`config.mk`:
```
export PLATFORM = sky130hd
export DESIGN_NAME = sbd_opcode_decoder
export DESIGN_NICKNAME = d
export VERILOG_FILES = /design/src/hw/sbd_operand_locator.v /design/src/hw/sbd_opcode_decoder.v
export VERILOG_INCLUDE_DIRS = /design/src /design/src/shared
export SDC_FILE = /design/constraint.sdc
export NUM_CORES = 1
export LEC_CHECK = 0
export BUFFER_PORTS_ARGS = -buffer_cell sky130_fd_sc_hd__buf_2
export CAP_MARGIN = 10
export CORE_MARGIN = 8
export CORE_UTILIZATION = 32
export DETAILED_ROUTE_END_ITERATION = 6
export RECOVER_POWER = 50
export SLEW_MARGIN = 5
export SYNTH_ARGS = -nofsm -noshare
export SYNTH_HDL_FRONTEND = slang
export SYNTH_SLANG_ARGS = --single-unit
```
`constraint.sdc`:
```
create_clock -name mclk -period 2.5 [get_ports mclk]
set_input_delay 0.125 -clock mclk [delete_from_list [all_inputs] [get_ports mclk]]
set_output_delay 0.125 -clock mclk [all_outputs]
set_load 0.005 [all_outputs]
```
`src/shared/sbd_consts.vh`:
```
// opcode, field and sequence constants for the opcode decoder
// assumes inclusion by bare name from every decoder design file
`ifndef SBD_CONSTS_VH
`define SBD_CONSTS_VH

// ----------------------------------------
// whole opcode bytes
// ----------------------------------------
`define SBD_OP_SEG_LOAD      8'h8e
`define SBD_OP_SEG_STORE     8'h8c
`define SBD_OP_TABLE_LOOKUP  8'hd7
`define SBD_OP_LOAD_LOC      8'h8d
`define SBD_OP_FAR_FIRST     8'hc5
`define SBD_OP_FAR_SECOND    8'hc4
`define SBD_OP_FLAGS_TO_ACC  8'h9f
`define SBD_OP_ACC_TO_FLAGS  8'h9e
`define SBD_OP_ASCII_PROD    8'hd4
`define SBD_OP_ASCII_QUOT    8'hd5
`define SBD_OP_ADJ_BASE      8'h0a
`define SBD_OP_ASCII_SUM     8'h37
`define SBD_OP_ASCII_DIFF    8'h3f
`define SBD_OP_DEC_SUM       8'h27
`define SBD_OP_DEC_DIFF      8'h2f
`define SBD_OP_BYTE_EXT      8'h98
`define SBD_OP_WORD_EXT      8'h99

// ----------------------------------------
// opcode prefixes (upper bits, width noted)
// ----------------------------------------
`define SBD_PFX_ADD_RM       6'h00
`define SBD_PFX_IMM_GRP      6'h20
`define SBD_PFX_ADD_ACC      7'h02
`define SBD_PFX_ADC_RM       6'h04
`define SBD_PFX_ADC_ACC      7'h0a
`define SBD_PFX_SBB_RM       6'h06
`define SBD_PFX_SBB_ACC      7'h0e
`define SBD_PFX_UNARY_GRP    7'h7b
`define SBD_PFX_IMM_PROD     6'h1a

// ----------------------------------------
// addressing byte subfields
// ----------------------------------------
`define SBD_SUB_ADD          3'h0
`define SBD_SUB_ADC          3'h2
`define SBD_SUB_SBB          3'h3
`define SBD_SUB_UMUL         3'h4
`define SBD_SUB_UDIV         3'h6
`define SBD_SUB_SDIV         3'h7
`define SBD_MOD_NODISP       2'h0
`define SBD_MOD_DISP8        2'h1
`define SBD_MOD_DISP16       2'h2
`define SBD_MOD_REG          2'h3

// ----------------------------------------
// operation codes on opKind
// ----------------------------------------
`define SBD_K_NONE           5'h00
`define SBD_K_SEG_LOAD       5'h01
`define SBD_K_SEG_STORE      5'h02
`define SBD_K_ADD            5'h03
`define SBD_K_ADC            5'h04
`define SBD_K_SBB            5'h05
`define SBD_K_LOOKUP         5'h06
`define SBD_K_LOAD_LOC       5'h07
`define SBD_K_FAR_FIRST      5'h08
`define SBD_K_FAR_SECOND     5'h09
`define SBD_K_FLAGS_TO_ACC   5'h0a
`define SBD_K_ACC_TO_FLAGS   5'h0b
`define SBD_K_UMUL           5'h0c
`define SBD_K_SIMM_MUL       5'h0d
`define SBD_K_UDIV           5'h0e
`define SBD_K_SDIV           5'h0f
`define SBD_K_ASCII_PROD     5'h10
`define SBD_K_ASCII_QUOT     5'h11
`define SBD_K_ASCII_SUM      5'h12
`define SBD_K_ASCII_DIFF     5'h13
`define SBD_K_DEC_SUM        5'h14
`define SBD_K_DEC_DIFF       5'h15
`define SBD_K_BYTE_EXT       5'h16
`define SBD_K_WORD_EXT       5'h17
`define SBD_K_INVALID        5'h1f

// ----------------------------------------
// base and index selections for the operand location
// ----------------------------------------
`define SBD_BASE_NONE        2'h0
`define SBD_BASE_B           2'h1
`define SBD_BASE_BP          2'h2
`define SBD_IDX_NONE         2'h0
`define SBD_IDX_SRC          2'h1
`define SBD_IDX_DST          2'h2

`endif

```
`src/hw/sbd_operand_locator.v`:
```
// combinational decode of the addressing byte into operand location parts
// assumes the byte is already registered by the caller
`timescale 1ns/1ns
`include "sbd_consts.vh"

module sbd_operand_locator (
    // addressing byte
    input  wire [7:0] modrm,
    // decoded location
    output reg        regOperand,
    output reg  [1:0] dispBytes,
    output reg        dispSignExt,
    output reg  [1:0] baseSel,
    output reg  [1:0] indexSel
);

    always @* begin
        regOperand  = 1'b0;
        dispBytes   = 2'h0;
        dispSignExt = 1'b0;
        baseSel     = `SBD_BASE_NONE;
        indexSel    = `SBD_IDX_NONE;
        case (modrm[7:6])
            `SBD_MOD_REG:    regOperand = 1'b1;                   // RULE20
            `SBD_MOD_DISP8: begin
                dispBytes   = 2'h1;                               // RULE21
                dispSignExt = 1'b1;
            end
            `SBD_MOD_DISP16: dispBytes = 2'h2;                    // RULE21
            default:         dispBytes = 2'h0;                    // RULE21
        endcase
        if (!regOperand) begin
            case (modrm[2:0])                                     // RULE22
                3'h0: begin baseSel = `SBD_BASE_B;  indexSel = `SBD_IDX_SRC; end
                3'h1: begin baseSel = `SBD_BASE_B;  indexSel = `SBD_IDX_DST; end
                3'h2: begin baseSel = `SBD_BASE_BP; indexSel = `SBD_IDX_SRC; end
                3'h3: begin baseSel = `SBD_BASE_BP; indexSel = `SBD_IDX_DST; end
                3'h4: indexSel = `SBD_IDX_SRC;
                3'h5: indexSel = `SBD_IDX_DST;
                3'h6: begin
                    // form 00 with code 110 would be a direct address; kept to one register here
                    baseSel = `SBD_BASE_BP;
                end
                default: baseSel = `SBD_BASE_B;
            endcase
        end
    end

endmodule

```
`src/hw/sbd_opcode_decoder.v`:
```
// opcode decoder: takes opcode and addressing bytes one at a time, reports the operation
// assumes the prefetch logic on the same clock offers bytes with byteValid
`timescale 1ns/1ns
`include "sbd_consts.vh"

// How it works
// (RULE1) 8e then addressing byte: move operand into a segment register.
// (RULE2) 8c then addressing byte: move segment register into an operand.
// (RULE3) sum forms: reg/mem 000000dw, immediate group sub 000, accumulator 0000010w.
// (RULE4) carry sum forms: 000100dw, immediate group sub 010, accumulator 0001010w.
// (RULE5) borrow subtract forms: 000110dw, immediate group sub 011, accumulator 0001110w.
// (RULE6) d7 alone is a table lookup into the accumulator low byte.
// (RULE7) 8d with addressing byte loads the operand location into a register.
// (RULE8) c5 is a far pointer load with data segment; invalid if form 11.
// (RULE9) c4 is a far pointer load with extra segment; memory operand only.
// (RULE10) 9f and 9e move between flags and accumulator high byte, single byte.
// (RULE11) unary group with subfield 100 is an unsigned multiply.
// (RULE12) 011010s1 is signed immediate multiply; second immediate byte only if s=0.
// (RULE13) unary group with subfield 110 is an unsigned divide.
// (RULE14) unary group with subfield 111 is a signed divide.
// (RULE15) d4 then 0a is the ascii adjust after multiply.
// (RULE16) d5 then 0a is the ascii adjust before divide.
// (RULE17) 37 and 3f are ascii adjust after addition and subtraction.
// (RULE18) 27 and 2f are packed decimal adjust after addition and subtraction.
// (RULE19) 98 and 99 sign-extend accumulator byte to word and word to double.
// (RULE20) addressing form 11 means the locator names a register.
// (RULE21) forms 00, 01, 10 give no, one sign-extended, or two displacement bytes.
// (RULE22) locator codes 000-011 use base plus index, 100-111 one register.
// (RULE23) width bit 0 selects byte operand and one immediate byte, 1 word.
// (RULE24) direction bit 1 makes the register field the destination.
module sbd_opcode_decoder (
    // clock and reset
    input  wire       mclk,
    input  wire       rst,
    input  wire       clkEn,
    // byte stream from prefetch
    input  wire       byteValid,
    input  wire [7:0] byteData,
    output wire       byteReady,
    // decoded result
    output reg        decValid_ff,
    output reg  [4:0] opKind_ff,
    output reg        widthWord_ff,
    output reg        dirToReg_ff,
    output reg        signExt_ff,
    output reg        hasModrm_ff,
    output reg  [1:0] immBytes_ff,
    output reg  [7:0] modrm_ff,
    output reg        regOperand_ff,
    output reg  [1:0] dispBytes_ff,
    output reg        dispSignExt_ff,
    output reg  [1:0] baseSel_ff,
    output reg  [1:0] indexSel_ff
);

    // ----------------------------------------
    // state machine
    // ----------------------------------------
    localparam [2:0] ST_OPCODE = 3'h1;
    localparam [2:0] ST_SECOND = 3'h2;
    localparam [2:0] ST_DONE   = 3'h4;

    reg  [2:0] state_ff;
    reg  [2:0] nxt_state;
    reg  [7:0] opcode_ff;
    reg  [7:0] nxt_opcode;
    reg  [4:0] nxt_kind;
    reg        nxt_wide;
    reg        nxt_dir;
    reg        nxt_sext;
    reg        nxt_modrm;
    reg  [1:0] nxt_imm;
    reg        nxt_valid;
    reg  [7:0] nxt_modrmByte;

    wire       locReg;
    wire [1:0] locDisp;
    wire       locSext;
    wire [1:0] locBase;
    wire [1:0] locIdx;

    // one byte taken per enabled cycle while not holding a result
    assign byteReady = clkEn && (state_ff != ST_DONE);

    // ----------------------------------------
    // first-byte classification
    // ----------------------------------------
    // returns {kind, needs second byte, width bit valid, dir bit valid, sign bit valid}
    function [8:0] classify;
        input [7:0] op;
        begin
            classify = {`SBD_K_INVALID, 4'h0};
            if (op[7:2] == `SBD_PFX_ADD_RM)
                classify = {`SBD_K_ADD, 4'b1110};                         // RULE3
            else if (op[7:1] == `SBD_PFX_ADD_ACC)
                classify = {`SBD_K_ADD, 4'b0100};                         // RULE3
            else if (op[7:2] == `SBD_PFX_ADC_RM)
                classify = {`SBD_K_ADC, 4'b1110};                         // RULE4
            else if (op[7:1] == `SBD_PFX_ADC_ACC)
                classify = {`SBD_K_ADC, 4'b0100};                         // RULE4
            else if (op[7:2] == `SBD_PFX_SBB_RM)
                classify = {`SBD_K_SBB, 4'b1110};                         // RULE5
            else if (op[7:1] == `SBD_PFX_SBB_ACC)
                classify = {`SBD_K_SBB, 4'b0100};                         // RULE5
            else if (op[7:2] == `SBD_PFX_IMM_GRP)
                classify = {`SBD_K_NONE, 4'b1101};
            else if (op[7:1] == `SBD_PFX_UNARY_GRP)
                classify = {`SBD_K_NONE, 4'b1100};
            else if (op[7:2] == `SBD_PFX_IMM_PROD && op[0])
                classify = {`SBD_K_SIMM_MUL, 4'b1001};                    // RULE12
            else begin
                case (op)
                    `SBD_OP_SEG_LOAD:     classify = {`SBD_K_SEG_LOAD, 4'b1000};   // RULE1
                    `SBD_OP_SEG_STORE:    classify = {`SBD_K_SEG_STORE, 4'b1000};  // RULE2
                    `SBD_OP_TABLE_LOOKUP: classify = {`SBD_K_LOOKUP, 4'b0000};     // RULE6
                    `SBD_OP_LOAD_LOC:     classify = {`SBD_K_LOAD_LOC, 4'b1000};   // RULE7
                    `SBD_OP_FAR_FIRST:    classify = {`SBD_K_FAR_FIRST, 4'b1000};  // RULE8
                    `SBD_OP_FAR_SECOND:   classify = {`SBD_K_FAR_SECOND, 4'b1000}; // RULE9
                    `SBD_OP_FLAGS_TO_ACC: classify = {`SBD_K_FLAGS_TO_ACC, 4'b0000}; // RULE10
                    `SBD_OP_ACC_TO_FLAGS: classify = {`SBD_K_ACC_TO_FLAGS, 4'b0000}; // RULE10
                    `SBD_OP_ASCII_PROD:   classify = {`SBD_K_ASCII_PROD, 4'b1000}; // RULE15
                    `SBD_OP_ASCII_QUOT:   classify = {`SBD_K_ASCII_QUOT, 4'b1000}; // RULE16
                    `SBD_OP_ASCII_SUM:    classify = {`SBD_K_ASCII_SUM, 4'b0000};  // RULE17
                    `SBD_OP_ASCII_DIFF:   classify = {`SBD_K_ASCII_DIFF, 4'b0000}; // RULE17
                    `SBD_OP_DEC_SUM:      classify = {`SBD_K_DEC_SUM, 4'b0000};    // RULE18
                    `SBD_OP_DEC_DIFF:     classify = {`SBD_K_DEC_DIFF, 4'b0000};   // RULE18
                    `SBD_OP_BYTE_EXT:     classify = {`SBD_K_BYTE_EXT, 4'b0000};   // RULE19
                    `SBD_OP_WORD_EXT:     classify = {`SBD_K_WORD_EXT, 4'b0000};   // RULE19
                    default:              classify = {`SBD_K_INVALID, 4'h0};
                endcase
            end
        end
    endfunction

    // ----------------------------------------
    // immediate byte count
    // ----------------------------------------
    function [1:0] imm_count;
        input [7:0] op;
        begin
            if (op[7:2] == `SBD_PFX_IMM_GRP)
                imm_count = (op[1:0] == 2'h1) ? 2'h2 : 2'h1;
            else if (op[7:2] == `SBD_PFX_IMM_PROD)
                imm_count = op[1] ? 2'h1 : 2'h2;                          // RULE12
            else if (op[7:1] == `SBD_PFX_ADD_ACC || op[7:1] == `SBD_PFX_ADC_ACC
                     || op[7:1] == `SBD_PFX_SBB_ACC)
                imm_count = op[0] ? 2'h2 : 2'h1;                          // RULE23
            else
                imm_count = 2'h0;
        end
    endfunction

    wire [8:0] firstInfo  = classify(byteData);
    wire [8:0] heldInfo   = classify(opcode_ff);
    wire [2:0] subField   = byteData[5:3];

    sbd_operand_locator uLocator (
        .modrm       (modrm_ff),
        .regOperand  (locReg),
        .dispBytes   (locDisp),
        .dispSignExt (locSext),
        .baseSel     (locBase),
        .indexSel    (locIdx)
    );

    // ----------------------------------------
    // next-state logic
    // ----------------------------------------
    always @* begin
        nxt_state     = state_ff;
        nxt_opcode    = opcode_ff;
        nxt_kind      = opKind_ff;
        nxt_wide      = widthWord_ff;
        nxt_dir       = dirToReg_ff;
        nxt_sext      = signExt_ff;
        nxt_modrm     = hasModrm_ff;
        nxt_imm       = immBytes_ff;
        nxt_valid     = 1'b0;
        nxt_modrmByte = modrm_ff;
        case (state_ff)
            ST_OPCODE: begin
                if (byteValid) begin
                    nxt_opcode = byteData;
                    nxt_kind   = firstInfo[8:4];
                    nxt_wide   = firstInfo[2] & byteData[0];              // RULE23
                    nxt_dir    = firstInfo[1] & byteData[1];              // RULE24
                    nxt_sext   = firstInfo[0] & byteData[1];
                    nxt_imm    = imm_count(byteData);
                    nxt_modrm  = firstInfo[3];
                    nxt_modrmByte = 8'h00;
                    if (firstInfo[3]) begin
                        nxt_state = ST_SECOND;
                    end else begin
                        nxt_valid = 1'b1;
                        nxt_state = ST_DONE;
                    end
                end
            end
            ST_SECOND: begin
                if (byteValid) begin
                    nxt_valid = 1'b1;
                    nxt_state = ST_DONE;
                    nxt_modrmByte = byteData;
                    if (opcode_ff[7:2] == `SBD_PFX_IMM_GRP) begin
                        case (subField)
                            `SBD_SUB_ADD: nxt_kind = `SBD_K_ADD;          // RULE3
                            `SBD_SUB_ADC: nxt_kind = `SBD_K_ADC;          // RULE4
                            `SBD_SUB_SBB: nxt_kind = `SBD_K_SBB;          // RULE5
                            default:      nxt_kind = `SBD_K_INVALID;
                        endcase
                    end else if (opcode_ff[7:1] == `SBD_PFX_UNARY_GRP) begin
                        case (subField)
                            `SBD_SUB_UMUL: nxt_kind = `SBD_K_UMUL;        // RULE11
                            `SBD_SUB_UDIV: nxt_kind = `SBD_K_UDIV;        // RULE13
                            `SBD_SUB_SDIV: nxt_kind = `SBD_K_SDIV;        // RULE14
                            default:       nxt_kind = `SBD_K_INVALID;
                        endcase
                    end else if (heldInfo[8:4] == `SBD_K_ASCII_PROD
                                 || heldInfo[8:4] == `SBD_K_ASCII_QUOT) begin
                        // the adjust pair is only legal with the fixed base byte
                        nxt_modrm = 1'b0;
                        if (byteData != `SBD_OP_ADJ_BASE)
                            nxt_kind = `SBD_K_INVALID;                    // RULE15 RULE16
                    end else if ((heldInfo[8:4] == `SBD_K_FAR_FIRST
                                  || heldInfo[8:4] == `SBD_K_FAR_SECOND)
                                 && byteData[7:6] == `SBD_MOD_REG) begin
                        nxt_kind = `SBD_K_INVALID;                        // RULE8 RULE9
                    end
                end
            end
            ST_DONE: begin
                // result held one enabled cycle, then the next opcode is taken
                nxt_state = ST_OPCODE;
            end
            default: nxt_state = ST_OPCODE;
        endcase
    end

    // ----------------------------------------
    // registers
    // ----------------------------------------
    always @(posedge mclk or posedge rst) begin
        if (rst) begin
            state_ff       <= ST_OPCODE;
            opcode_ff      <= 8'h00;
            decValid_ff    <= 1'b0;
            opKind_ff      <= `SBD_K_NONE;
            widthWord_ff   <= 1'b0;
            dirToReg_ff    <= 1'b0;
            signExt_ff     <= 1'b0;
            hasModrm_ff    <= 1'b0;
            immBytes_ff    <= 2'h0;
            modrm_ff       <= 8'h00;
        end else if (clkEn) begin
            state_ff       <= nxt_state;
            opcode_ff      <= nxt_opcode;
            decValid_ff    <= nxt_valid;
            opKind_ff      <= nxt_kind;
            widthWord_ff   <= nxt_wide;
            dirToReg_ff    <= nxt_dir;
            signExt_ff     <= nxt_sext;
            hasModrm_ff    <= nxt_modrm;
            immBytes_ff    <= nxt_imm;
            modrm_ff       <= nxt_modrmByte;
        end
    end

    // location fields follow the captured addressing byte; cleared when none was taken
    always @(posedge mclk or posedge rst) begin
        if (rst) begin
            regOperand_ff  <= 1'b0;
            dispBytes_ff   <= 2'h0;
            dispSignExt_ff <= 1'b0;
            baseSel_ff     <= `SBD_BASE_NONE;
            indexSel_ff    <= `SBD_IDX_NONE;
        end else if (clkEn) begin
            regOperand_ff  <= hasModrm_ff & locReg;                      // RULE20
            dispBytes_ff   <= hasModrm_ff ? locDisp : 2'h0;              // RULE21
            dispSignExt_ff <= hasModrm_ff & locSext;
            baseSel_ff     <= hasModrm_ff ? locBase : `SBD_BASE_NONE;    // RULE22
            indexSel_ff    <= hasModrm_ff ? locIdx : `SBD_IDX_NONE;
        end
    end

endmodule

```
# Word level (Yosys, flattened, before mapping)
# Index checks and enable logic that the tools add are counted.
dict set report word_totals {
  regBits 39
  input_bits 12
  out_inout_bits 29
  wordCells 184
}
dict set report classes {
  n_eq_ne 79
  muxes 63
  bitwise_logic 5
  reduce_logical 22
}
# operator n
set ops {}
lappend ops {{$pmux 9 s16} 2}
lappend ops {{$eq 8x8->1 const B} 24}
lappend ops {{$mux 9} 18}
lappend ops {{$eq 8x6->1 const B} 8}
lappend ops {{$mux 5} 7}
lappend ops {{$pmux 5 s3} 2}
lappend ops {{$eq 7x4->1 const B} 4}
lappend ops {{$eq 6x3->1 const B} 4}
lappend ops {{$mux 2} 11}
lappend ops {{$eq 3x3->1 const B} 6}
lappend ops {{$mux 8} 2}
lappend ops {{$pmux 8 s2} 1}
lappend ops {{$eq 3x2->1 const B} 5}
lappend ops {{$eq 7x2->1 const B} 2}
lappend ops {{$eq 7x7->1 const B} 2}
lappend ops {{$eq 6x5->1 const B} 2}
lappend ops {{$eq 6x6->1 const B} 2}
lappend ops {{$logic_not 6->1} 2}
lappend ops {{$pmux 2 s2} 3}
lappend ops {{$eq 5x4->1 const B} 2}
lappend ops {{$eq 5x5->1 const B} 2}
lappend ops {{$mux 1} 10}
lappend ops {{$ne 2x2->1 const B} 5}
lappend ops {{$ne 5x5->1 const B} 2}
lappend ops {{20 further kinds} 41}

# Longest topological paths before layout
# Gate-level depths: netlist (run 1).
dict set report depth {
  word_depth 20
  mapped_depth 8
  depth_no_buf 6
}

# Modules after synthesis
# From an unflattened synthesis (run 1), not the netlist that was laid out.
dict set report hier_totals {
  hier_cells 296
  hier_area_um2 2548.7
}
# mod instances cells_per_inst area_per_inst_um2 seq_area_each_um2
set modules_own_cells {}
lappend modules_own_cells {sbd_opcode_decoder 1 284 2468.6 977.2}
lappend modules_own_cells {sbd_operand_locator 1 12 80.1 0.0}

# Least setup slack after synthesis (run 1)
# No wires, ideal clock.
dict set report synth_path {
  path_kind {reg-to-reg}
  start {register opcode_ff[4]}
  end {register opKind_ff[0]}
  setup_time_ns 0.127
  t_arrival_ns 2.113
  setup_slack_ns 0.260
  stages_incl_launch_ff 8
  path_buffers 1
  period_less_slack_ns 2.240
  path_cell_list {dfrtp_1 -> buf_6 -> or2_0 -> or4_4 -> nand3_2 -> a41oi_2 -> a2111oi_4 -> mux2_1}
}
dict set report synth_via {
  elab_chain_len 18
}
# item line
set synth_rtl {}
lappend synth_rtl {{start: declaration} sbd_opcode_decoder.v:65} ;# reg [7:0] opcode_ff;
lappend synth_rtl {{start signal: assignment} sbd_opcode_decoder.v:256} ;# opcode_ff <= nxt_opcode;
lappend synth_rtl {{$eq 8x8->1, or another cell as far along} sbd_opcode_decoder.v:112} ;# case (op)
lappend synth_rtl {{$pmux 9 s16 or $logic_and 1x1->1 (tied branches)} {sbd_opcode_decoder.v:112, sbd_opcode_decoder.v:109}}
lappend synth_rtl {{$mux 9} sbd_opcode_decoder.v:109} ;# else if (op[7:2] == `SBD_PFX_IMM_PROD && op[0])
lappend synth_rtl {{$mux 9} sbd_opcode_decoder.v:107} ;# else if (op[7:1] == `SBD_PFX_UNARY_GRP)
lappend synth_rtl {{$mux 9} sbd_opcode_decoder.v:105} ;# else if (op[7:2] == `SBD_PFX_IMM_GRP)
lappend synth_rtl {{$mux 9} sbd_opcode_decoder.v:103} ;# else if (op[7:1] == `SBD_PFX_SBB_ACC)
lappend synth_rtl {{$mux 9} sbd_opcode_decoder.v:101} ;# else if (op[7:2] == `SBD_PFX_SBB_RM)
lappend synth_rtl {{$mux 9} sbd_opcode_decoder.v:99} ;# else if (op[7:1] == `SBD_PFX_ADC_ACC)
lappend synth_rtl {{(+2 left out)} --}
lappend synth_rtl {{$mux 9} sbd_opcode_decoder.v:93} ;# if (op[7:2] == `SBD_PFX_ADD_RM)
lappend synth_rtl {{$eq 5x5->1 (no line)} --}
lappend synth_rtl {{$logic_or 1x1->1 (no line)} --}
lappend synth_rtl {{$mux 5} sbd_opcode_decoder.v:218} ;# end else if (heldInfo[8:4] == `SBD_K_ASCII_PROD
lappend synth_rtl {{$mux 5} sbd_opcode_decoder.v:211} ;# end else if (opcode_ff[7:1] == `SBD_PFX_UNARY_GRP) begin
lappend synth_rtl {{$mux 5} sbd_opcode_decoder.v:204} ;# if (opcode_ff[7:2] == `SBD_PFX_IMM_GRP) begin
lappend synth_rtl {{$mux 5} sbd_opcode_decoder.v:200} ;# if (byteValid) begin
lappend synth_rtl {{$pmux 5 s2} sbd_opcode_decoder.v:180} ;# case (state_ff)
lappend synth_rtl {{end signal: assignment} sbd_opcode_decoder.v:247} ;# opKind_ff <= `SBD_K_NONE;
lappend synth_rtl {{end signal: assignment} sbd_opcode_decoder.v:258} ;# opKind_ff <= nxt_kind;
lappend synth_rtl {{end: declaration} sbd_opcode_decoder.v:42} ;# output reg [4:0] opKind_ff,
# Parallel ways exist; a longest one is shown, timed or not. The select of a mux whose other input is x is not followed.
# A chain may end at the register's enable or synchronous reset.

# Final worst setup path (run 1)
dict set report layout_path {
  start {register opcode_ff[2]}
  end {register opKind_ff[1]}
}
# The elaborated chain is that of the path after synthesis.

==> out/qor.txt, run 1 <==
Crit path largest cell delay: 0.52 ns
CP Max Fanout: 7
number of DRC markers in iteration 0: 153
syn nets: 295
Post-Synthesis Cells: 283
CP max-delay cell: or4_4
leakage: 1.16 nW
post-DP HPWL: 4.86 mm
top post-synthesis cells by area: dfrtp_1 (39%), nand2_1 (7.6%), o21ai_0 (4.8%), nor2_1 (3.0%), a22o_1 (2.9%)
register area share after synthesis: 0.399
Setup CP Type: reg2reg
pin count of the biggest net entering global routing: 39
CTS clk-pin slew, worst paths: 0.08 ns
clock network power share: 0.348
Antenna Cells: 0
GR Util met2: 0.225
placed cell area: 2660 µm²
Max-Cap Viols: 0
top cell type's share of synthesized area: 0.388
Arrival @ worst endpoint: 2.54 ns
Reg2Reg Launch Point: opcode_ff[2]$_DFFE_PP0P_
slew at the pin with the worst max-slew slack: 0.943 ns
DR vias/cell: 5.49
crit path buf inv count: 0
ys flop type: dfrtp_1
cell family with most CP delay: simple AND/OR/NAND/NOR gates
port buffer count: 40
syn avg cell area: 8.42 µm²
clk buf depth: 2
crit path cell chain: or2_0 -> or4_4 -> nand3_2 -> a41oi_2 -> a2111oi_4 -> mux2_1
TritonCTS clock tree: done
grt met1 use: 0.174
status: finished clean
# setup viols final: 0
clk sinks: 38
die span in y: 102 µm
mapped cell area: 2380 µm²
CP required: 2.68 ns
Slew headroom: 0.371
Synth Warn #: 0
Pins Over Slew Limit: 0
asr flop ratio synth: 1.00
Total Routed Length: 6.85 mm
Unique masters post-synth: 67
Comb pwr share: 0.213
Flop pwr share: 0.439
WHS Path Cells: 4
via count: 2,284
Worst Hold Launch: byteValid
global-route wire length before repair: 11.3 mm
final instance area: 2790 µm²
# nets final: 328
Critical Path Start Type: register
crit path capture type: register
drt drc: 0
maximum vdd ir drop: 225 µV
RSZ-0062 raised after global routing: false
Initial Util: 0.329
global routing usage on met3: 0.0286
most frequent cells in the layout: nand2_1 (48), dfrtp_1 (37), buf_2 (27)
Switching Share: 0.314
Die W: 102 µm
Avg WL per Cell: 16.5 µm
Layout area overhead: 17.0%
die area: 10,500 µm²
Setup TNS: 0 ns
Core Box Area: 7250 µm²
pwr/cell area: 658 nW/µm²
area leader, netlist: dfrtp_1
initial antenna violation count: 0
EDFF count, synth: 0
H-tree levels: 2
clk_skew: 0.00824 ns
FF-to-FF path depth: 6
grt ovf: 0
post-route ant nets: 0
most crowded layer after global routing: met2
cell row count: 31
Synth Register Bits: 38
Period Utilization, post-route: 0.943
Initial DRT Pass Iterations: 4
Util after Layout: 0.385
flop2flop setup slack: 0.14 ns
min Tclk post-route: 2.36 ns
maximum clock rate: 424 MHz
num ports: 41
Min-Delay Path Class: in2reg
commonest non-fill, non-tap cell in the layout: nand2_1
cts bufs inserted: 5
Critical R2R Capture: opKind_ff[1]$_DFFE_PP0P_
final hold vios: 0
Clock Root Buffer: clkbuf_8
share of cells above drive strength 1: 0.189
Total Routing Usage GR: 0.136
Pint: 0.00126 W
Hold Path End: state_ff[1]$_DFFE_PP0P_
worst-skew pair later-pin latency: 0.30 ns
NetSw: 0.000576 W
vias in the first global route: 2,243
placer congestion estimate: 0.925
[flip-flops by register name, indices dropped and copies added (netlist names)]
name and flops:
baseSel_ff 2, decValid_ff 1, dirToReg_ff 1, dispBytes_ff 2, hasModrm_ff 1, immBytes_ff 2, indexSel_ff 2, modrm_ff 8
opKind_ff 5, opcode_ff 8, regOperand_ff 1, signExt_ff 1, state_ff 3, widthWord_ff 1
[power groups by stage]
stage | Clock, W | Combinational (W) | Sequential [W]
finish | 0.000639 | 0.000391 | 0.000804
global route | 0.000671 | 0.000446 | 0.000822
CTS | 0.000652 | 0.000396 | 0.000800
detailed placement | 0 | 0.000395 | 0.000811
global placement | 0 | 0.000390 | 0.000807
floorplan | 0 | 0.000279 | 0.000790
[how the worst max path moves through the flow]
stage / cells past startpoint / end / slack, ns / startpoint
floorplan: 7 / opKind_ff[0]$_DFFE_PP0P_ / 0.26 / opcode_ff[4]$_DFFE_PP0P_
global placement: 6 / opKind_ff[0]$_DFFE_PP0P_ / 0.22 / opcode_ff[2]$_DFFE_PP0P_
detailed placement: 6 / opKind_ff[0]$_DFFE_PP0P_ / 0.18 / opcode_ff[2]$_DFFE_PP0P_
CTS: 6 / opKind_ff[1]$_DFFE_PP0P_ / 0.15 / opcode_ff[2]$_DFFE_PP0P_
global route: 6 / opKind_ff[1]$_DFFE_PP0P_ / 0.04 / opcode_ff[2]$_DFFE_PP0P_
finish: 6 / opKind_ff[1]$_DFFE_PP0P_ / 0.14 / opcode_ff[2]$_DFFE_PP0P_
[final cells by class]
class | count | area, µm²
multi-input combinational | 213 | 1300
tap | 99 | 124
inverter | 12 | 45.0
clock buffer | 5 | 68.8
fill | 761 | 4460
clock inverter | 3 | 68.8
sequential | 38 | 952
timing repair buffer | 46 | 229
[worst min-delay path, cell delays in order]
cell     delay (ns)
buf_2          0.10
o31ai_1        0.06
nand2_1        0.06
o21ai_0        0.06
[cell usage after synthesis, types with 4 or more instances]
cell and n:
nand4_1 5, clkbuf_1 14, nor3_1 13, o21ai_0 23, a21oi_1 8, nand2b_1 7, a22o_1 8, nand2_1 48
dfrtp_1 37, nor4_1 4, inv_1 12, nand3_1 9, nor2_1 19
[stage by stage]
step / worst slack, ns / std cells / hold slack [ns] / power [W]
after global routing: 0.0403 / 416 / 0.150 / 0.00194
after floorplan: 0.260 / 283 / 0.317 / 0.00107
after CTS: 0.150 / 416 / 0.144 / 0.00185
after detailed placement: 0.179 / 407 / 0.275 / 0.00121
after global placement: 0.217 / 407 / 0.272 / 0.00120
final: 0.141 / 416 / 0.154 / 0.00183
[logic make-up (layout without fill, tap and decap cells)]
kind of cell | Yosys count | in the layout | share of synthesized area
simple gates | 137 | 137 | 0.299
buf+inv | 32 | 66 | 0.0567
mux | 3 | 3 | 0.0142
xor+xnor | 1 | 1 | 0.00368
flops | 38 | 38 | 0.399
compound gates | 72 | 72 | 0.227
[per-layer routing]
layer | share of wire | vias up
li1 | - | 1098
met1 | 0.45 | 1101
met2 | 0.47 | 73
met3 | 0.066 | 12
met4 | 0.015 | 0
met5 | 0 | -
[timing repair]
item | CTS | global route
gates resized for setup | 0 | 1
hold endpoints to repair | 37 | 0
setup endpoints to repair | 0 | 2
hold buffers | 1 | 0
setup buffers | 0 | 0
Power figures use the tool's default switching activity.
==> run 2, diff against run 1 <==
GPL_TIMING_DRIVEN = 0   (was unset)
==> out/qor.txt, run 2 (same netlist as run 1, synthesis figures left out) <==
pin count of the biggest net entering global routing: 39 (unchanged)
Max-Cap Viols: 0 (unchanged)
Antenna Cells: 0 (unchanged)
pwr/cell area: 593 nW/µm² (-9.8%)
cell family with most CP delay: simple AND/OR/NAND/NOR gates
Crit path largest cell delay: 0.53 ns (about the same)
via count: 2,304 (+0.88%)
slew at the pin with the worst max-slew slack: 1.42 ns (+0.479 ns)
commonest non-fill, non-tap cell in the layout: nand2_1
crit path cell chain: buf_6 -> or2_0 -> or4_4 -> nand3_2 -> a41oi_2 -> a2111oi_4 -> mux2_1
number of DRC markers in iteration 0: 150 (-2.0%)
Initial Util: 0.329 (unchanged)
num ports: 41 (unchanged)
leakage: 1.14 nW (-1.7%)
crit path capture type: register
# setup viols final: 0 (unchanged)
CTS resizes: 0 (unchanged)
Pins Over Slew Limit: 0 (unchanged)
post-route ant nets: 0 (unchanged)
vias in the first global route: 2,288 (+2.0%)
initial antenna violation count: 0 (unchanged)
Initial DRT Pass Iterations: 4 (unchanged)
Reg2Reg Launch Point: opcode_ff[4]$_DFFE_PP0P_
Final Non-Filler Cells: 426 (+2.4%)
Arrival @ worst endpoint: 2.57 ns (+0.03 ns)
Total Routed Length: 6.75 mm (-1.5%)
WHS Path Cells: 4 (unchanged)
Critical Path Start Type: register
crit path buf inv count: 1 (+1)
Hold Path End: state_ff[1]$_DFFE_PP0P_
Critical R2R Capture: opKind_ff[0]$_DFFE_PP0P_
maximum clock rate: 417 MHz (-1.5%)
placer congestion estimate: 0.906 (-2.1%)
Slew headroom: 0.0508 (-0.320)
drt drc: 0 (unchanged)
Core Box Area: 7250 µm² (unchanged)
most frequent cells in the layout: nand2_1 (48), dfrtp_1 (37), buf_2 (30)
Layout area overhead: 16.3%
DR vias/cell: 5.41 (-1.5%)
die span in y: 102 µm (unchanged)
Setup CP Type: reg2reg
clk_skew: 0.00918 ns (+0.000940 ns)
min Tclk post-route: 2.40 ns (+0.0370 ns)
global-route wire length before repair: 11.2 mm (-0.67%)
Worst Hold Launch: byteValid
clk buf depth: 2 (unchanged)
grt ovf: 0 (unchanged)
FF-to-FF path depth: 7 (+1)
Clock Root Buffer: clkbuf_8
post-DP HPWL: 5.07 mm (+4.3%)
final hold vios: 0 (unchanged)
cell row count: 31 (unchanged)
CP max-delay cell: or4_4
die area: 10,500 µm² (unchanged)
port buffer count: 36 (-10%)
Die W: 102 µm (unchanged)
flop2flop setup slack: 0.10 ns (-0.04 ns)
Setup TNS: 0 ns (unchanged)
Period Utilization, post-route: 0.958 (+0.0148)
Total Routing Usage GR: 0.134 (-0.00242)
cts bufs inserted: 5 (unchanged)
# nets final: 338 (+3.0%)
RSZ-0062 raised after global routing: false
TritonCTS clock tree: done
Min-Delay Path Class: in2reg
status: finished clean
CP required: 2.68 ns (about the same)
placed instance count: 418 (+2.7%)
clk sinks: 38 (unchanged)
share of cells above drive strength 1: 0.180 (-0.00885)
CTS Hold Buffers Added: 0 (-1)
maximum vdd ir drop: 212 µV (-5.5%)
top flop regs: modrm_ff (8), opcode_ff (8), opKind_ff (5)
H-tree levels: 2 (unchanged)
Post-CTS Repair Setup Buffers: 0 (unchanged)
worst-skew pair later-pin latency: 0.29 ns (about the same)
Avg WL per Cell: 15.9 µm (-3.8%)
CTS clk-pin slew, worst paths: 0.08 ns (about the same)
CP Max Fanout: 9 (+2)
run 2: cell types whose count changed in the layout (fill, tap and decap cells not counted), moves of 2 or more:
cell / previous run / this run
clkbuf_1: 13 / 23
buf_2: 27 / 30
bufinv_16: 2 / 0
buf_4: 4 / 1
run 2: worst max-delay path by stage:
stage	from	endpoint	slack (ns)	cells after the start
after detailed placement	opcode_ff[4]$_DFFE_PP0P_	opKind_ff[0]$_DFFE_PP0P_	0.1	7
after global placement	opcode_ff[4]$_DFFE_PP0P_	opKind_ff[0]$_DFFE_PP0P_	0.12	7
final	opcode_ff[4]$_DFFE_PP0P_	opKind_ff[0]$_DFFE_PP0P_	0.10	7
after CTS	opcode_ff[4]$_DFFE_PP0P_	opKind_ff[0]$_DFFE_PP0P_	0.09	7
after floorplan	opcode_ff[4]$_DFFE_PP0P_	opKind_ff[0]$_DFFE_PP0P_	0.26	7
after global routing	opcode_ff[2]$_DFFE_PP0P_	opKind_ff[0]$_DFFE_PP0P_	0.02	6
run 2: where the power goes:
| part | leakage (nW) | internal [W] | total [W] | switching (W) |
|---|---|---|---|---|
| logic | 0.606 | 0.000161 | 0.000395 | 0.000234 |
| registers | 0.489 | 0.000702 | 0.000803 | 0.000101 |
| clock network | 0.0472 | 0.000222 | 0.000446 | 0.000224 |
| total | 1.14 | 0.00108 | 0.00164 | 0.000559 |
run 2: per-layer routing:
metal,share of wire,track usage
met5,0,0
met4,0.019,0.0418
met1,0.44,0.171
met2,0.46,0.215
met3,0.084,0.0341
run 2: layout make-up:
| type | instances | area (µm²) |
|---|---|---|
| clock buffer | 6 | 82.6 |
| timing repair buffer | 36 | 169 |
| fill | 791 | 4480 |
| sequential | 38 | 952 |
| inverter | 12 | 45.0 |
| multi-input combinational | 213 | 1300 |
| tap | 99 | 124 |
| buffer | 20 | 90.1 |
| clock inverter | 2 | 12.5 |
run 2: tightest hold or removal path: cells and delay by family:
family | cells | cell delay (ns)
AOI/OAI and AO/OA | 2 | 0.12
buffers and inverters | 1 | 0.09
and+or+nand+nor | 1 | 0.05
run 2: per-stage QoR:
step                      instance area [µm²]  total power, W  hold WS (ns)  setup slack [ns]  utilization
after global routing                     2770         0.00175         0.224            0.0207        0.382
after global placement                   2690         0.00120         0.450             0.121        0.371
after CTS                                2780         0.00166        0.0178            0.0894        0.384
after floorplan                          2380         0.00107         0.317             0.260            -
final                                    2770         0.00164         0.152             0.104        0.382
after detailed placement                 2690         0.00121         0.336            0.0976        0.371
==> run 3, diff against run 2 <==
MAX_ROUTING_LAYER = met4   (was unset)
==> out/qor.txt, run 3 (same netlist as run 1, synthesis figures left out) <==
status: finished clean
clk_skew: 0.00586 ns (-0.00332 ns)
CTS Hold Buffers Added: 0 (unchanged)
Die W: 102 µm (unchanged)
clk sinks: 38 (unchanged)
DR vias/cell: 5.46 (+0.91%)
Avg WL per Cell: 16.0 µm (+0.96%)
Critical Path Start Type: register
Layout area overhead: 18.1%
Antenna Cells: 0 (unchanged)
H-tree levels: 2 (unchanged)
WHS Path Cells: 4 (unchanged)
Setup CP Type: reg2reg
CP startpoint: opcode_ff[4]$_DFFE_PP0P_
Clock Root Buffer: clkbuf_8
Arrival @ worst endpoint: 2.60 ns (+0.03 ns)
leakage: 1.16 nW (+1.8%)
die span in y: 102 µm (unchanged)
Setup TNS: 0 ns (unchanged)
pwr/cell area: 651 nW/µm² (+9.8%)
cell row count: 31 (unchanged)
placer congestion estimate: 0.920 (+1.6%)
number of DRC markers in iteration 0: 140 (-6.7%)
Core Box Area: 7250 µm² (unchanged)
min Tclk post-route: 2.42 ns (+0.0258 ns)
Final Non-Filler Cells: 426 (unchanged)
maximum vdd ir drop: 219 µV (+3.1%)
CP required: 2.68 ns (about the same)
Pins Over Slew Limit: 0 (unchanged)
# nets final: 338 (unchanged)
global-route wire length before repair: 11.3 mm (+1.2%)
Period Utilization, post-route: 0.969 (+0.0103)
Post-CTS Repair Setup Buffers: 0 (unchanged)
maximum clock rate: 413 MHz (-1.1%)
crit path capture type: register
cts bufs inserted: 5 (unchanged)
FF-to-FF path depth: 7 (unchanged)
drt drc: 0 (unchanged)
TritonCTS clock tree: done
share of cells above drive strength 1: 0.180 (unchanged)
Seq. cell area: 952 µm² (unchanged)
# fillers: 775 (-2.0%)
placed instance count: 418 (unchanged)
RSZ-0062 raised after global routing: false
Crit path largest cell delay: 0.53 ns (about the same)
CP Max Fanout: 9 (unchanged)
Initial Util: 0.329 (unchanged)
Initial DRT Pass Iterations: 4 (unchanged)
final hold vios: 0 (unchanged)
Worst Hold Launch: byteValid
grt ovf: 0 (unchanged)
top flop regs: modrm_ff (8), opcode_ff (8), opKind_ff (5)
CP max-delay cell: or4_4
most frequent cells in the layout: nand2_1 (48), dfrtp_1 (37), buf_2 (30)
multi-input logic area: 1300 µm² (unchanged)
num ports: 41 (unchanged)
flop2flop setup slack: 0.08 ns (-0.03 ns)
worst-skew pair later-pin latency: 0.29 ns (about the same)
Total Routed Length: 6.82 mm (+0.96%)
clk buf depth: 2 (unchanged)
port buffer count: 36 (unchanged)
initial antenna violation count: 0 (unchanged)
vias in the first global route: 2,279 (-0.39%)
Max-Cap Viols: 0 (unchanged)
die area: 10,500 µm² (unchanged)
Reg2Reg Launch Point: opcode_ff[4]$_DFFE_PP0P_
via count: 2,325 (+0.91%)
post-DP HPWL: 5.07 mm (about the same)
post-route ant nets: 0 (unchanged)
commonest non-fill, non-tap cell in the layout: nand2_1
Total Routing Usage GR: 0.139 (+0.00494)
Slew headroom: 0.0484 (-0.00243)
slew at the pin with the worst max-slew slack: 1.43 ns (+0.00364 ns)
pin count of the biggest net entering global routing: 39 (unchanged)
CTS clk-pin slew, worst paths: 0.08 ns (about the same)
crit path cell chain: buf_6 -> or2_0 -> or4_4 -> nand3_2 -> a41oi_2 -> a2111oi_4 -> mux2_1
CTS resizes: 0 (unchanged)
Min-Delay Path Class: in2reg
# setup viols final: 0 (unchanged)
run 3: cell count changes in the layout (fill, tap and decap cells not counted), sizes merged:
cell,delta
bufinv,+2
clkbuf,-1
clkinvlp,-1
run 3: final cells by class:
type / instances / area share
inverters: 12 / 0.0160
clock inverters: 3 / 0.0245
well taps: 99 / 0.0440
flip-flops and latches: 38 / 0.338
repair buffers: 36 / 0.0600
multi-input cells: 213 / 0.461
plain buffers: 20 / 0.0320
clock buffers: 5 / 0.0245
run 3: metrics by stage:
step | instance area (µm²) | utilization | hold slack [ns] | total power [W] | setup slack (ns)
finish | 2810 | 0.388 | 0.148 | 0.00183 | 0.0785
floorplan | 2380 | - | 0.317 | 0.00107 | 0.260
detailed placement | 2690 | 0.371 | 0.339 | 0.00121 | 0.0983
global route | 2810 | 0.388 | 0.184 | 0.00193 | 0.00488
CTS | 2830 | 0.390 | 0.0219 | 0.00185 | 0.0736
global placement | 2690 | 0.371 | 0.450 | 0.00120 | 0.120
run 3: where the power goes:
group,switching (W),internal (W),total [W]
combinational,0.000233,0.000162,0.000394
clock,0.000233,0.000400,0.000633
sequential,0.000103,0.000702,0.000804
run 3: per-layer routing:
| layer | GRT usage | share of wire | up-vias |
|---|---|---|---|
| li1 | - | - | 1112 |
| met1 | 0.178 | 0.46 | 1124 |
| met2 | 0.219 | 0.46 | 80 |
| met3 | 0.0225 | 0.065 | 9 |
| met4 | 0.0440 | 0.015 | 0 |
| met5 | - | 0 | - |
run 3: final timing paths:
kind	to
max	opKind_ff[0]$_DFFE_PP0P_
min	state_ff[1]$_DFFE_PP0P_
max reg2reg	opKind_ff[0]$_DFFE_PP0P_
min reg2reg	immBytes_ff[1]$_DFFE_PP0P_
max in group asynchronous	opcode_ff[3]$_DFFE_PP0P_
min in group asynchronous	dispBytes_ff[1]$_DFFE_PP0P_
run 3: worst max-delay path, delay by kind of cell, from the launching register on:
family | cells | cell delay [ns]
simple gates | 3 | 0.86
compound gates | 2 | 0.56
flops | 1 | 0.38
mux | 1 | 0.37
buf+inv | 1 | 0.14
